===== src/design/fault_map.vh =====
// Register offsets, field positions, alarm identifiers and timing figures
// for the servo fault supervisor.
// Assumes a 200 MHz pclk and an APB master with 32-bit data.
`ifndef FAULT_MAP_VH
`define FAULT_MAP_VH

// ---------------------------------------------------------------
// Clock and timing
// ---------------------------------------------------------------
`define CLK_MHZ              200
`define ADC_TIMEOUT_NS       10000
`define ADC_TIMEOUT_CYC      ((`ADC_TIMEOUT_NS * `CLK_MHZ) / 1000)

// ---------------------------------------------------------------
// Register byte offsets
// ---------------------------------------------------------------
`define REG_CTRL             8'h00
`define REG_DEVLIM           8'h04
`define REG_STATUS           8'h08
`define REG_SETUP            8'h0c
`define REG_HSEL             8'h10
`define REG_HDATA            8'h14

// Control register fields
`define CTRL_OPU_RESET_BIT   0
`define CTRL_SET_KEY_BIT     1
`define CTRL_SEL_LSB         8
`define SEL_ERASE_HISTORY    8'h02
`define SETUP_ALWAYS_ON_BIT  0

// Reset values
`define DEVLIM_RESET         16'h0400
`define SETUP_RESET          16'h0000

// ---------------------------------------------------------------
// Detection thresholds
// ---------------------------------------------------------------
`define BUS_MIN_V            10'd150
`define BUS_MAX_V            10'd420
`define OVERSPEED_RPM        13'd4950
`define LOAD_RATED_PCT       8'd100
`define LOAD_LOW_PCT         8'd120
`define LOAD_HIGH_PCT        8'd135

// ---------------------------------------------------------------
// Alarm identifiers as shown on the display
// ---------------------------------------------------------------
`define ID_ABS_DATA          8'h00
`define ID_PARAM_CSUM        8'h02
`define ID_OVERCURRENT       8'h10
`define ID_REGEN             8'h30
`define ID_DEVIATION         8'h31
`define ID_VOLTAGE           8'h40
`define ID_OVERSPEED         8'h51
`define ID_OVERLOAD_HI       8'h71
`define ID_OVERLOAD_LO       8'h72
`define ID_HEATSINK          8'ha1
`define ID_ADC_TIMEOUT       8'hb1
`define ID_RUNAWAY           8'hc1
`define ID_ENC_PHASE         8'hc2
`define ID_ENC_AB            8'hc3
`define ID_ENC_Z             8'hc4
`define ID_PHASE_LOSS        8'hf1
`define ID_RESET_MARK        8'h99

`define HIST_DEPTH           4'd10

`endif


===== src/design/servo_fault_encoder_history.v =====
// Fault supervisor of a servo drive: detection, alarm outputs, power-stage
// gating, ten-entry alarm history, APB register access.
// Assumes every input is synchronous to pclk and presetn is the power-up reset.
`timescale 1ns/1ps
`include "fault_map.vh"

// Functional notes
// - Any detected fault raises flag, code, power-stage off and display id.
// - Alarm flag output is low while an alarm is present.
// - Overcurrent drives code 3'b001.
// - Regeneration fault drives code 3'b011.
// - Deviation count above the set limit raises code 3'b011.
// - Bus voltage outside 150..420 V raises code 3'b100.
// - Speed at or above 4950 rpm raises code 3'b101.
// - Overload, inverse time, two ids by load band, code 3'b111.
// - Heatsink overheating raises code 3'b111.
// - Converter done missing within the timeout raises code 3'b000.
// - Runaway and encoder wiring faults get distinct ids, code 3'b101.
// - Supply phase loss raises code 3'b010.
// - Parameter checksum mismatch raises code 3'b000.
// - Bad absolute data on sense request raises code 3'b000 on absolute models.
// - Reset marker is logged and also shown on the display while idle: flag inactive, code zero.
// - Operator unit link failures are displayed but never logged.
// - Alarm clears by clear input, power-up or operator unit reset command.
// - Power-up alone does not clear an overcurrent alarm.
// - With run enabled the power stage resumes as soon as the alarm clears.
// - The ten most recent identifiers are kept.
// - A reset marker is logged on every alarm clear and on a power-up with no fault raised in the first cycle.
// - Higher history index means older entry.
// - Selector value 02 plus set key erases the history.
module servo_fault_encoder_history #(
    parameter DEV_W    = 16,
    parameter OL_LIMIT = 32'd600000000
) (
    // APB slave
    input  wire        pclk,
    input  wire        presetn,
    input  wire        psel,
    input  wire        penable,
    input  wire        pwrite,
    input  wire [7:0]  paddr,
    input  wire [31:0] pwdata,
    output reg  [31:0] prdata,
    output wire        pready,
    output reg         pslverr,
    // Fault detectors
    input  wire        oc_detect,
    input  wire        regen_fault,
    input  wire [DEV_W-1:0] dev_residual,
    input  wire [9:0]  bus_volts,
    input  wire [12:0] speed_rpm,
    input  wire [7:0]  load_pct,
    input  wire        heatsink_hot,
    input  wire        adc_start,
    input  wire        adc_done,
    input  wire        enc_runaway,
    input  wire        enc_phase_err,
    input  wire        enc_ab_fault,
    input  wire        enc_z_fault,
    input  wire        phase_loss,
    input  wire        param_csum_bad,
    input  wire        abs_model,
    input  wire        position_sense_request,
    input  wire        abs_data_bad,
    input  wire        opu_tx_fail_pwrup,
    input  wire        opu_tx_timeout,
    input  wire        oc_hold_in,
    // Host control
    input  wire        alarm_clear,
    input  wire        run_enable,
    // Alarm outputs
    output reg         fault_flag_out,
    output reg         fault_code_bit0,
    output reg         fault_code_bit1,
    output reg         fault_code_bit2,
    output wire        power_stage_on,
    output reg  [7:0]  display_id,
    output reg  [1:0]  display_comm,
    output wire        oc_hold_out
);

    // ---------------------------------------------------------------
    // Functions
    // ---------------------------------------------------------------
    // Alarm code for an identifier; unknown ids and the marker give zero
    function [2:0] code_of;
        input [7:0] id;
        begin
            case (id)
                `ID_OVERCURRENT : code_of = 3'b001;
                `ID_REGEN,
                `ID_DEVIATION   : code_of = 3'b011;
                `ID_VOLTAGE     : code_of = 3'b100;
                `ID_OVERSPEED,
                `ID_RUNAWAY,
                `ID_ENC_PHASE,
                `ID_ENC_AB,
                `ID_ENC_Z       : code_of = 3'b101;
                `ID_OVERLOAD_HI,
                `ID_OVERLOAD_LO,
                `ID_HEATSINK    : code_of = 3'b111;
                `ID_PHASE_LOSS  : code_of = 3'b010;
                default         : code_of = 3'b000;
            endcase
        end
    endfunction

    // ---------------------------------------------------------------
    // Registers
    // ---------------------------------------------------------------
    localparam HW = 4;
    localparam [HW-1:0] HMAX = `HIST_DEPTH;
    localparam [31:0] ADC_CYC = `ADC_TIMEOUT_CYC;

    reg  [7:0]       selector_r;
    reg  [DEV_W-1:0] devlim_r;
    reg  [15:0]      setup_r;
    reg  [HW-1:0]    hsel_r;
    reg              alarm_r;
    reg  [7:0]       alarm_id_r;
    reg  [7:0]       hist_r [0:`HIST_DEPTH-1];
    reg  [HW-1:0]    hcount_r;
    reg              boot_r;
    reg  [31:0]      ol_acc_r;
    reg              adc_busy_r;
    reg  [31:0]      adc_cnt_r;
    reg              adc_late_r;
    integer          i;

    // APB strobes
    wire wr_en = psel & penable & pwrite;
    wire rd_en = psel & penable & ~pwrite;
    wire mapped = (paddr == `REG_CTRL)   | (paddr == `REG_DEVLIM) |
                  (paddr == `REG_STATUS) | (paddr == `REG_SETUP)  |
                  (paddr == `REG_HSEL)   | (paddr == `REG_HDATA);
    wire ctrl_wr = wr_en & (paddr == `REG_CTRL);
    wire opu_reset = ctrl_wr & pwdata[`CTRL_OPU_RESET_BIT];
    wire set_key = ctrl_wr & pwdata[`CTRL_SET_KEY_BIT];
    wire erase = set_key & (selector_r == `SEL_ERASE_HISTORY);

    assign pready = 1'b1;

    // ---------------------------------------------------------------
    // Detection
    // ---------------------------------------------------------------
    // Overload thermal model: excess load integrates, so higher load trips
    // sooner; below rating the model cools slowly.
    wire [7:0] excess = (load_pct > `LOAD_RATED_PCT) ?
                        (load_pct - `LOAD_RATED_PCT) : 8'h00;
    wire       ol_trip = (ol_acc_r >= OL_LIMIT) & (load_pct > `LOAD_LOW_PCT);

    always @(posedge pclk or negedge presetn)
    begin
        if (!presetn)
            ol_acc_r <= 32'h0000_0000;
        else if (excess != 8'h00)
        begin
            if (ol_acc_r < OL_LIMIT)
                ol_acc_r <= ol_acc_r + {24'h000000, excess};
        end
        else if (ol_acc_r != 32'h0000_0000)
            ol_acc_r <= ol_acc_r - 32'h0000_0001;
    end

    // Converter watchdog: a start opens a window that done must close
    always @(posedge pclk or negedge presetn)
    begin
        if (!presetn)
        begin
            adc_busy_r <= 1'b0;
            adc_cnt_r  <= 32'h0000_0000;
            adc_late_r <= 1'b0;
        end
        else
        begin
            adc_late_r <= 1'b0;
            if (adc_done)
                adc_busy_r <= 1'b0;
            else if (adc_start)
            begin
                adc_busy_r <= 1'b1;
                adc_cnt_r  <= 32'h0000_0000;
            end
            else if (adc_busy_r)
            begin
                if (adc_cnt_r >= ADC_CYC - 32'h0000_0001)
                begin
                    adc_busy_r <= 1'b0;
                    adc_late_r <= 1'b1;
                end
                else
                    adc_cnt_r <= adc_cnt_r + 32'h0000_0001;
            end
        end
    end

    // Fixed priority among simultaneous faults; the first listed wins
    reg       det_v;
    reg [7:0] det_id;
    always @*
    begin
        det_v  = 1'b1;
        det_id = 8'h00;
        if (oc_detect)
            det_id = `ID_OVERCURRENT;
        else if (regen_fault)
            det_id = `ID_REGEN;
        else if (dev_residual > devlim_r)
            det_id = `ID_DEVIATION;
        else if ((bus_volts < `BUS_MIN_V) || (bus_volts > `BUS_MAX_V))
            det_id = `ID_VOLTAGE;
        else if (speed_rpm >= `OVERSPEED_RPM)
            det_id = `ID_OVERSPEED;
        else if (ol_trip)
            det_id = (load_pct > `LOAD_HIGH_PCT) ?
                     `ID_OVERLOAD_HI : `ID_OVERLOAD_LO;
        else if (heatsink_hot)
            det_id = `ID_HEATSINK;
        else if (adc_late_r)
            det_id = `ID_ADC_TIMEOUT;
        else if (enc_runaway)
            det_id = `ID_RUNAWAY;
        else if (enc_phase_err)
            det_id = `ID_ENC_PHASE;
        else if (enc_ab_fault)
            det_id = `ID_ENC_AB;
        else if (enc_z_fault)
            det_id = `ID_ENC_Z;
        else if (phase_loss)
            det_id = `ID_PHASE_LOSS;
        else if (param_csum_bad)
            det_id = `ID_PARAM_CSUM;
        else if (abs_model & position_sense_request & abs_data_bad)
            det_id = `ID_ABS_DATA;
        else
            det_v = 1'b0;
    end

    // ---------------------------------------------------------------
    // Alarm state
    // ---------------------------------------------------------------
    // A clear and a fresh detection in one cycle: the detection wins, so a
    // fault still present is never masked by a clear.
    wire clear_req = alarm_clear | opu_reset;
    // Overcurrent survives power-up through the retained level
    wire oc_boot = boot_r & oc_hold_in;
    wire raise = (~alarm_r | clear_req) & (det_v | oc_boot);
    wire [7:0] raise_id = oc_boot ? `ID_OVERCURRENT : det_id;
    wire do_clear = alarm_r & clear_req & ~raise;
    // Power-up marker, or marker on clear; the raise shares the push slot
    wire push = raise | do_clear | (boot_r & ~oc_boot);
    wire [7:0] push_id = raise ? raise_id : `ID_RESET_MARK;
    wire [2:0] raise_code = code_of(raise_id);
    wire [2:0] held_code  = code_of(alarm_id_r);

    always @(posedge pclk or negedge presetn)
    begin
        if (!presetn)
        begin
            boot_r     <= 1'b1;
            alarm_r    <= 1'b0;
            alarm_id_r <= `ID_RESET_MARK;
        end
        else
        begin
            boot_r <= 1'b0;
            if (raise)
            begin
                alarm_r    <= 1'b1;
                alarm_id_r <= raise_id;
            end
            else if (do_clear)
            begin
                alarm_r    <= 1'b0;
                alarm_id_r <= `ID_RESET_MARK;
            end
        end
    end

    // Registered alarm outputs; code follows the id of the latched alarm
    always @(posedge pclk or negedge presetn)
    begin
        if (!presetn)
        begin
            fault_flag_out  <= 1'b1;
            fault_code_bit0 <= 1'b0;
            fault_code_bit1 <= 1'b0;
            fault_code_bit2 <= 1'b0;
            display_id      <= `ID_RESET_MARK;
            display_comm    <= 2'b00;
        end
        else
        begin
            fault_flag_out  <= ~(raise | (alarm_r & ~do_clear));
            fault_code_bit0 <= raise ? raise_code[0] : (~do_clear & held_code[0]);
            fault_code_bit1 <= raise ? raise_code[1] : (~do_clear & held_code[1]);
            fault_code_bit2 <= raise ? raise_code[2] : (~do_clear & held_code[2]);
            display_id      <= raise ? raise_id :
                               (do_clear ? `ID_RESET_MARK : alarm_id_r);
            display_comm    <= {opu_tx_timeout, opu_tx_fail_pwrup};
        end
    end

    // Power stage off under alarm; resumes at once when it clears
    assign power_stage_on = ~alarm_r & (run_enable |
                            setup_r[`SETUP_ALWAYS_ON_BIT]);
    assign oc_hold_out = alarm_r & (alarm_id_r == `ID_OVERCURRENT);

    // ---------------------------------------------------------------
    // History store
    // ---------------------------------------------------------------
    // Index 0 is newest; a push shifts everything one older and the
    // tenth entry falls off the end. Link failures never reach here.
    always @(posedge pclk or negedge presetn)
    begin
        if (!presetn)
        begin
            hcount_r <= {HW{1'b0}};
            for (i = 0; i < `HIST_DEPTH; i = i + 1)
                hist_r[i] <= 8'h00;
        end
        else if (erase)
        begin
            hcount_r <= {HW{1'b0}};
            for (i = 0; i < `HIST_DEPTH; i = i + 1)
                hist_r[i] <= 8'h00;
        end
        else if (push)
        begin
            for (i = `HIST_DEPTH - 1; i > 0; i = i - 1)
                hist_r[i] <= hist_r[i-1];
            hist_r[0] <= push_id;
            if (hcount_r < HMAX)
                hcount_r <= hcount_r + {{(HW-1){1'b0}}, 1'b1};
        end
    end

    // ---------------------------------------------------------------
    // APB writes
    // ---------------------------------------------------------------
    always @(posedge pclk or negedge presetn)
    begin
        if (!presetn)
        begin
            selector_r <= 8'h00;
            devlim_r   <= `DEVLIM_RESET;
            setup_r    <= `SETUP_RESET;
            hsel_r     <= {HW{1'b0}};
        end
        else if (wr_en)
        begin
            case (paddr)
                `REG_CTRL   : selector_r <= pwdata[`CTRL_SEL_LSB +: 8];
                `REG_DEVLIM : devlim_r   <= pwdata[DEV_W-1:0];
                `REG_SETUP  : setup_r    <= pwdata[15:0];
                `REG_HSEL   : hsel_r     <= pwdata[HW-1:0];
                default     : hsel_r     <= hsel_r;
            endcase
        end
    end

    // ---------------------------------------------------------------
    // APB reads
    // ---------------------------------------------------------------
    // Slots beyond the filled depth read as zero rather than stale data
    wire [7:0] hsel_data = (hsel_r < hcount_r) ? hist_r[hsel_r] : 8'h00;

    always @(posedge pclk or negedge presetn)
    begin
        if (!presetn)
        begin
            prdata  <= 32'h0000_0000;
            pslverr <= 1'b0;
        end
        else
        begin
            prdata  <= 32'h0000_0000;
            pslverr <= 1'b0;
            if (psel & ~penable)
            begin
                pslverr <= ~mapped;
                if (~pwrite)
                begin
                    case (paddr)
                        `REG_CTRL   : prdata <= {16'h0000, selector_r, 8'h00};
                        `REG_DEVLIM : prdata <= {{(32-DEV_W){1'b0}}, devlim_r};
                        `REG_STATUS : prdata <= {12'h000, hcount_r, 2'b00,
                                                 display_comm, fault_code_bit2,
                                                 fault_code_bit1, fault_code_bit0,
                                                 alarm_r, alarm_id_r};
                        `REG_SETUP  : prdata <= {16'h0000, setup_r};
                        `REG_HSEL   : prdata <= {28'h0000000, hsel_r};
                        `REG_HDATA  : prdata <= {24'h000000, hsel_data};
                        default     : prdata <= 32'h0000_0000;
                    endcase
                end
            end
            else if (rd_en)
                prdata <= prdata;
        end
    end

endmodule // servo_fault_encoder_history


===== config.mk =====
export PLATFORM = sky130hd
export DESIGN_NAME = servo_fault_encoder_history
export DESIGN_NICKNAME = d
export VERILOG_FILES = /design/src/design/servo_fault_encoder_history.v
export VERILOG_INCLUDE_DIRS = /design/src /design/src/design
export SDC_FILE = /design/constraint.sdc
export NUM_CORES = 1
export LEC_CHECK = 0
export BUFFER_PORTS_ARGS = -buffer_cell sky130_fd_sc_hd__buf_2
export CAP_MARGIN = 10
export CORE_ASPECT_RATIO = 0.6
export CORE_MARGIN = 8
export CORE_UTILIZATION = 45
export DETAILED_ROUTE_END_ITERATION = 8
export SYNTH_ARGS = -nofsm -noshare
export SYNTH_HDL_FRONTEND = slang
export SYNTH_SLANG_ARGS = --single-unit

===== constraint.sdc =====
create_clock -name pclk -period 3.5 [get_ports pclk]
set_input_delay 0.525 -clock pclk [delete_from_list [all_inputs] [get_ports pclk]]
set_output_delay 0.525 -clock pclk [all_outputs]
set_load 0.05 [all_outputs]

* Word level (Yosys, flattened, before mapping) *
Cells that the tools add are included.

storage, ports and cells
  bits in read-only memories = 0
  memories kept = 0
  register bits after elaboration = 243
  memory bits (writable) = 0
  latch bits = 0
  logic and storage cells = 218

cells by class
  reduce and logical (&&, ||, !) cells = 22
  shifts and indexed selects = 0
  bitwise operators = 44
  order comparisons = 13
  multipliers = 0
  mux-type cells = 70
  add/subtract/negate cells = 5
  equality and inequality tests = 35
  divide/modulo/power cells = 0

operator list
  kind                                                                  number
  two-way mux 32 bit                                                    8
  two-way mux 8 bit                                                     21
  two-way mux 80 bit                                                    2
  case mux 20 bit (6 select lines)                                      1
  == test 8 bit (second input constant)                                 12
  == test 8 x 7 -> 1 bit (second input constant)                        8
  case mux 3 bit (6 select lines)                                       2
  adder 32 x 1 -> 32 bit (second input constant)                        1
  adder 32 x 8 -> 32 bit                                                1
  binary-select mux 8 bit (select 4 bit)                                1
  == test 8 x 5 -> 1 bit (second input constant)                        4
  == test 8 x 6 -> 1 bit (second input constant)                        4
  greater-or-equal comparator 32 x 11 -> 1 bit (second input constant)  1
  greater-or-equal comparator 32 x 30 -> 1 bit (second input constant)  1
  less-than comparator 32 x 30 -> 1 bit (second input constant)         1
  nonzero test 32 bit                                                   1
  subtractor 32 x 1 -> 32 bit (second input constant)                   1
  two-way mux 1 bit                                                     29
  AND 1 bit                                                             22
  two-way mux 20 bit                                                    1
  == test 8 x 4 -> 1 bit (second input constant)                        2
  greater-than comparator 16 bit                                        1
  greater-than comparator 8 x 7 -> 1 bit (second input constant)        2
  greater-or-equal comparator 13 bit (second input constant)            1
  other kinds (26)                                                      61

* Logic depth before layout (Yosys ltp) *
Gate-level depths: netlist of the first run.

  depth after elaboration = 25
  depth in mapped cells = 20

* Worst setup path after synthesis of the first run *
No wires, ideal clock.

  path kind = input port to flip-flop
  start point = input port load_pct[3]
  end point = register ol_acc_r[30]
  setup time = 0.122 ns
  data required time = 3.378 ns
  slack = -1.005 ns
  data arrival time = 4.383 ns
  stages on the path = 19
  cell sequence = inv_1 ha_1 a21oi_1 or2_2 a31oi_1 o21ai_0 clkbuf_1 o21ai_0 ha_1 fa_1 a21o_1 a21oi_1 o21a_1 o41ai_1 a31oi_1 o31a_1 o21ai_0 mux2i_1 nand2_1

between the ends
  longest elaborated chain between the ends = 5
  elaborated cells between the ends (all ways) = 10

RTL lines
  element                                                                                                      line                                                                  RTL
  start, declared                                                                                              servo_fault_encoder_history.v:52                                      input wire [7:0] load_pct,
  subtractor 8 x 7 -> 8 bit (no source line) / greater-than comparator 8 x 7 -> 1 bit (equally long branches)  -
  two-way mux 8 bit *                                                                                          servo_fault_encoder_history.v:148                                     wire [7:0] excess = (load_pct > `LOAD_RATED_PCT) ?
  adder 32 x 8 -> 32 bit / nonzero test 8 bit (equally long branches)                                          servo_fault_encoder_history.v:159, servo_fault_encoder_history.v:156
  two-way mux 32 bit (tied with other cells)                                                                   servo_fault_encoder_history.v:158                                     if (ol_acc_r < OL_LIMIT)
  two-way mux 32 bit / AND reduction 2 bit (equally long branches)                                             -
  end signal, assigned                                                                                         servo_fault_encoder_history.v:159                                     ol_acc_r <= ol_acc_r + {24'h000000, excess};
  end signal, assigned                                                                                         servo_fault_encoder_history.v:162                                     ol_acc_r <= ol_acc_r - 32'h0000_0001;
  end, declared                                                                                                servo_fault_encoder_history.v:124                                     reg [31:0] ol_acc_r;

Mark *: on every way between the ends. The rest lies on a longest branch, timed or not. The select of a mux whose other input is x is not followed.
A chain may end at the register's enable or synchronous reset.

* Final worst setup path of the first run *
  start point = input port load_pct[4]
  end point = register ol_acc_r[30]

The elaborated chain is that of the path after synthesis.

==> results of run 1 <==
==> power groups by stage <==
stage               sequential, µW  clock, µW  combinational, µW
CTS                           3340       2850               3320
global placement              3380          0               3190
finish                        3340       2780               3410
global route                  3390       2960               3790
floorplan                     3300          0               2020
detailed placement            3380          0               3240
==> critical path, cell delays in order <==
cell	delay [ps]
buf_6	90
or3_4	410
nand3_4	120
xor2_4	180
nor3_4	60
o21ai_4	240
buf_6	150
o21ai_2	50
ha_1	280
a21o_1	120
a21oi_2	60
o21a_1	240
o41ai_4	470
a31oi_4	200
o31a_1	330
o21ai_2	140
mux2i_1	200
nand2_1	60
==> worst paths after layout <==
path | from | to | slack, ps | cells past startpoint
setup / recovery | load_pct[4] | ol_acc_r[30] | -20 | 18
hold / removal | opu_tx_timeout | display_comm[1] | 90 | 1
setup reg to reg | devlim_r[7] | fault_code_bit1 | 210 | 11
hold reg to reg | hist_r[0] | hist_r[0] | 470 | 2
max in group asynchronous | presetn | hist_r[1] | 1990 | 3
min in group asynchronous | presetn | adc_cnt_r[26] | 590 | 2
==> repair_timing <==
item,in CTS,in global routing
resized for setup,18,29
pin swaps,15,27
endpoints found under the hold margin,1,0
endpoints found under the setup margin,9,15
buffers inserted,6,5
hold buffers,1,0
==> metrics by stage <==
stage	area, µm²	TNS [ps]	power, µW	hold WS [ps]
floorplan	13400	-2760	5320	229
global placement	15200	-7550	6570	444
detailed placement	15200	-9290	6620	456
CTS	16200	0	9510	67.1
global route	16400	-899	10100	64.4
finish	16400	-24.5	9530	90.5
==> sequential cells by signal (all words and copies together) (netlist names) <==
signal	cells
adc_late_r	1
fault_flag_out	1
boot_r	1
ol_acc_r	32
hcount_r	4
devlim_r	16
adc_busy_r	1
hsel_r	4
fault_code_bit0	1
pslverr	1
display_id	8
alarm_r	1
hist_r	80
display_comm	2
fault_code_bit1	1
adc_cnt_r	32
fault_code_bit2	1
prdata	20
setup_r	16
selector_r	8
==> cell usage in the layout (no fill, tap or decap), types with 9 or more instances in the layout <==
| cell | synthesis | final |
|---|---|---|
| nand2_1 | 268 | 267 |
| dfrtp_1 | 224 | 224 |
| buf_4 | 16 | 142 |
| buf_2 | 5 | 126 |
| o21ai_0 | 111 | 95 |
| nand3_1 | 92 | 91 |
| nor2_1 | 73 | 73 |
| ha_1 | 55 | 50 |
| a21oi_1 | 55 | 49 |
| inv_1 | 44 | 41 |
| mux2_2 | 41 | 41 |
| clkbuf_16 | 0 | 25 |
| a21o_1 | 23 | 23 |
| mux4_2 | 22 | 22 |
| xnor2_1 | 21 | 21 |
| nand4_1 | 18 | 18 |
| xor2_1 | 20 | 18 |
| nor2b_1 | 18 | 17 |
| nor3_1 | 21 | 16 |
| a22oi_1 | 14 | 14 |
| conb_1 | 2 | 14 |
| nand2b_1 | 13 | 13 |
| nor4_1 | 13 | 12 |
| a31o_2 | 10 | 10 |
| and3_1 | 9 | 9 |
==> routing by layer <==
layer	routed length [µm]	global-route usage, %	vias up
li1	-	-	5521
met1	19000	32.7	5496
met2	15300	29.1	274
met3	2560	5.23	43
met4	628	3.60	4
met5	23	0	-
==> final cells by class <==
| cell class | count | area, µm² | share of cell area [%] |
|---|---|---|---|
| Sequential cell | 231 | 5790 | 35.3 |
| Clock inverter | 11 | 143 | 0.870 |
| Inverter | 45 | 179 | 1.09 |
| Tap cell | 375 | 469 | 2.86 |
| Clock buffer | 34 | 719 | 4.39 |
| Timing Repair Buffer | 281 | 1900 | 11.6 |
| Multi-Input combinational cell | 1068 | 7190 | 43.9 |
==> cell families (layout without fill, tap and decap cells) <==
kind of cell / after synthesis / after routing / synth area share, %
AO/OA/AOI/OAI: 314 / 314 / 15.6
XOR/XNOR: 41 / 41 / 2.73
flip-flops: 231 / 231 / 44.0
other: 2 / 14 / 0.0570
AND/OR/NAND/NOR: 573 / 573 / 20.3
adder cells (fa/ha/maj): 56 / 56 / 5.38
multiplexers: 70 / 70 / 7.80
buffers and inverters: 123 / 371 / 4.24
==> results.cfg, run 1 <==
[sta]
layout_setup_ws_ps = -24.5
finalCritPeriodShare_pct = 101
finalMaxSlewViolations = 0
finalHoldViolCount = 0
fin_crit_ps = 3520
setup_viol_count_final = 1
max_freq_mhz = 284
fin_skew_ps = 15.5
rsz0062_at_grt = true
slew_headroom_pct = 28.1
worst_pin_slew_ps = 1070

[flow_run]
maxCapViolCount = 0

[layout]
finish.utilization_pct = 57.0
drive_above_1_share_pct = 28.1
fin_nets = 1819
stdcell_count = 2045
diodes = 0
syn_to_final_growth_pct = 24.5
fillCellCount = 2566

[global_route]
grt_pass1_wl_um = 60700
grt_pass1_vias = 10906
grt.total_usage_pct = 21.0
antenna_found_initial = 2
grt_max_degree = 89
gr-total-overflow = 0

[clock_network]
clockRootBuffer = clkbuf_16
cts_buffers = 25
htree_levels = 1
cts_max_path_buffers = 3
clkSinkCount = 231
clk_pin_slew_ps = 60
clock_latency_ps = 540
cts_tree = yes

[logic_synthesis]
synth-async-reset-ratio_pct = 100
ys.flop_type = dfrtp_1
ys_seq_elements = 231
synth.distinct_cells = 76
yosysSeqAreaShare_pct = 44.0
synthTopCellsByCount = nand2_1, dfrtp_1, o21ai_0
synth_cells = 1410
synth.most_common_cell = nand2_1
synth_area_leader_cell = dfrtp_1
syn_avg_cell_area_um2 = 9.34
synth_area_um2 = 13200
synth_warnings = 0
synthTopCellsByArea = dfrtp_1, nand2_1, ha_1
synth_top_area_share_pct = 42.6
synth_edf_count = 0

[power_and_ir_drop]
seqPwrFrac_pct = 35.0
internal_power_uw = 6290
leakagePower_uw = 0.00800
comb_power_share_pct = 35.8
power_density_nw_per_um2 = 582
p_sw_uw = 3240
clockPowerShare_pct = 29.2
ir_worst_vdd_mv = 0.373
p_sw_share_pct = 34.0

[place]
place.gp.congestion = 0.923
portBuffers = 130
post-place-ws_ps = -647
dp.cells = 1988
dpl.hpwl_um = 27700

[critical_path]
worstPathArrival_ps = 3940
worst-setup-path-type = in -> reg
cp-end-kind = register
cp_max_fo = 5
crit_required_ps = 3920
cp-start-kind = input pin

[detailed_routing]
avgRoutedWirePerCell_um = 18.4
drt-total-wl_um = 37500
drc = 0
ant_nets = 0
avgViaCountPerCell = 5.54
drt_iter0_markers = 987
dr.pass1.iters = 7
via_count = 11338

[die]
dieArea_um2 = 35200
fp-row-count = 48
ios = 161
fp.coreArea_um2 = 28800
start_util_pct = 45.8
die_x_um = 237
die_y_um = 149

[outcome]
violations = negative setup slack
status = complete, but fails checks

[worst_hold_path]
hp-class = in -> reg
Note: power is estimated with default switching activity, not from simulation.
==> inputs of run 2 (changes only) <==
--- a/config.mk
+++ b/config.mk
@@ -8,10 +8,13 @@
 export LEC_CHECK = 0
 export BUFFER_PORTS_ARGS = -buffer_cell sky130_fd_sc_hd__buf_2
 export CAP_MARGIN = 10
+export CELL_PAD_IN_SITES_DETAIL_PLACEMENT = 1
+export CELL_PAD_IN_SITES_GLOBAL_PLACEMENT = 2
 export CORE_ASPECT_RATIO = 0.6
 export CORE_MARGIN = 8
-export CORE_UTILIZATION = 45
+export CORE_UTILIZATION = 37
 export DETAILED_ROUTE_END_ITERATION = 8
+export PLACE_DENSITY_LB_ADDON = 0.1
 export SYNTH_ARGS = -nofsm -noshare
 export SYNTH_HDL_FRONTEND = slang
 export SYNTH_SLANG_ARGS = --single-unit
==> constraint.sdc (replaced) <==
create_clock -name pclk -period 3.5 [get_ports pclk]
set_input_delay 0.525 -clock pclk [delete_from_list [all_inputs] [get_ports pclk]]
set_output_delay 0.525 -clock pclk [all_outputs]
set_load 0.1 [all_outputs]
==> results.cfg, run 2 (same netlist as run 1, synthesis figures left out) <==
[outcome]
status = complete, but fails checks
violations = negative setup slack

[detailed_routing]
drc = 0
avgViaCountPerCell = 5.44
dr.pass1.iters = 5
drt_iter0_markers = 673
ant_nets = 0
drt-total-wl_um = 44400
via_count = 11803
avgRoutedWirePerCell_um = 20.5

[worst_hold_path]
holdPathStages = 1
holdPathEnd = display_comm[1]
hp-class = in -> reg
min-delay-start = opu_tx_timeout

[critical_path]
cp-end-kind = register
r2r_end = fault_code_bit1
cp-start-kind = input pin
worstPathArrival_ps = 4090
crit_required_ps = 3910
worst-setup-path-type = in -> reg
reg2reg_slack_ps = 160
reg2reg_depth = 8
rr_startpoint = ol_acc_r[21]
cp_max_fo = 7

[flow_run]
maxCapViolCount = 0

[power_and_ir_drop]
leakagePower_uw = 0.00823
power_density_nw_per_um2 = 608
ir_worst_vdd_mv = 0.437

[global_route]
gr-total-overflow = 0
grt_pass1_vias = 12119
grt_pass1_wl_um = 70000
grt.total_usage_pct = 20.4
grt_max_degree = 92
antenna_found_initial = 0
gr-usage-met2_pct = 29.3
gr-usage-met1_pct = 32.1
grt.busiest_layer = met1
gr-usage-met3_pct = 3.05

[die]
dieArea_um2 = 42100
die_x_um = 260
fp.coreArea_um2 = 35000
die_y_um = 162
start_util_pct = 37.6
fp-row-count = 53
ios = 161

[clock_network]
cts_buffers = 25
cts_max_path_buffers = 3
clk_pin_slew_ps = 60
clockRootBuffer = clkbuf_16
cts_tree = yes
clkSinkCount = 231
clock_latency_ps = 550
htree_levels = 1

[layout]
largestRegisters = hist_r x80, adc_cnt_r x32, ol_acc_r x32
fillCellCount = 4037
final_common_cell = nand2_1
largest_reg_flops = 80
finish.utilization_pct = 48.6
drive_above_1_share_pct = 30.7
stdcell_count = 2168
top_register = hist_r
fin_nets = 1849
syn_to_final_growth_pct = 29.3
final_cell_mix = nand2_1, dfrtp_1, buf_4, buf_2, o21ai_0
diodes = 0

[sta]
setup-tns-final_ps = -944
max_freq_mhz = 272
finalHoldViolCount = 0
fin_crit_ps = 3680
rsz0062_at_grt = true
slew_headroom_pct = 26.8
worst_pin_slew_ps = 1090
layout_setup_ws_ps = -175
fin_skew_ps = 14.2
finalMaxSlewViolations = 0
finalCritPeriodShare_pct = 105
setup_viol_count_final = 10

[place]
portBuffers = 130
dpl.hpwl_um = 32500
place.gp.congestion = 0.877
dp.cells = 2095
## run 2: cell count changes in the layout (fill, tap and decap cells not counted), moves of 3 or more
cell | before | now
buf_12 | 5 | 11
buf_4 | 142 | 163
bufinv_16 | 3 | 6
clkbuf_1 | 3 | 0
clkbuf_8 | 6 | 2
clkinv_2 | 4 | 8
ha_1 | 50 | 42
ha_4 | 3 | 9
## run 2: worst max path at each step
| stage | from | end | slack [ps] |
|---|---|---|---|
| floorplan | load_pct[4] | ol_acc_r[22] | -470 |
| global placement | load_pct[3] | ol_acc_r[31] | -650 |
| global route | load_pct[2] | ol_acc_r[31] | -280 |
| detailed placement | load_pct[3] | ol_acc_r[31] | -890 |
| CTS | load_pct[2] | ol_acc_r[30] | -30 |
| finish | load_pct[2] | ol_acc_r[31] | -180 |
## run 2: layer usage
metal	wire length (µm)	up-vias	part of all wire (%)
li1	-	5577	-
met1	22900	5956	51
met2	19000	224	43
met3	1810	46	4.1
met4	704	0	1.6
met5	0	-	0
## run 2: cell type report
cell class | count | area [µm²] | area share (%)
sequential | 231 | 5790 | 34.0
tap | 467 | 584 | 3.43
timing repair buffer | 311 | 2220 | 13.0
clock buffer | 27 | 653 | 3.84
inverter | 45 | 181 | 1.07
multi-input combinational | 1068 | 7330 | 43.1
clock inverter | 19 | 263 | 1.54
## run 2: timing repair
item                       in CTS  in global routing
gates resized for setup        23                 50
cloned                          0                  1
buffers inserted               10                 15
hold endpoints to repair       46                  0
pin swaps                      20                 40
setup endpoints to repair      11                 13
hold buffers                    1                  0
## run 2: where the power goes
group          leakage (µW)  switching (µW)  internal [µW]  total [µW]
logic               0.00481            2080           1860        3950
clock network      0.000456            1200           1800        3000
registers           0.00296             401           3000        3400
## run 2: metrics by stage
step / hold slack, ps / worst slack (ps) / cell area [µm²] / power [µW]
after floorplan: 229 / -466 / 13400 / 5380
after global placement: 443 / -647 / 15500 / 6830
after detailed placement: 458 / -891 / 15500 / 6920
after CTS: 56.9 / -29.0 / 16600 / 10000
after global routing: 63.2 / -280 / 17000 / 10900
final: 81.7 / -175 / 17000 / 10300
## run 2: critical path, cell delays in order
cell and delay [ps]:
buf_8 110, or3_4 420, nand3_4 100, xor2_2 170
nor3_2 90, o21ai_4 250, buf_6 140, buf_6 100
inv_8 40, buf_12 140, ha_1 360, nand2_1 100
o21ai_1 320, nor2_4 90, a21oi_4 190, o2111ai_2 150
and3_4 210, o31ai_4 230, o311ai_2 150, xor2_1 180
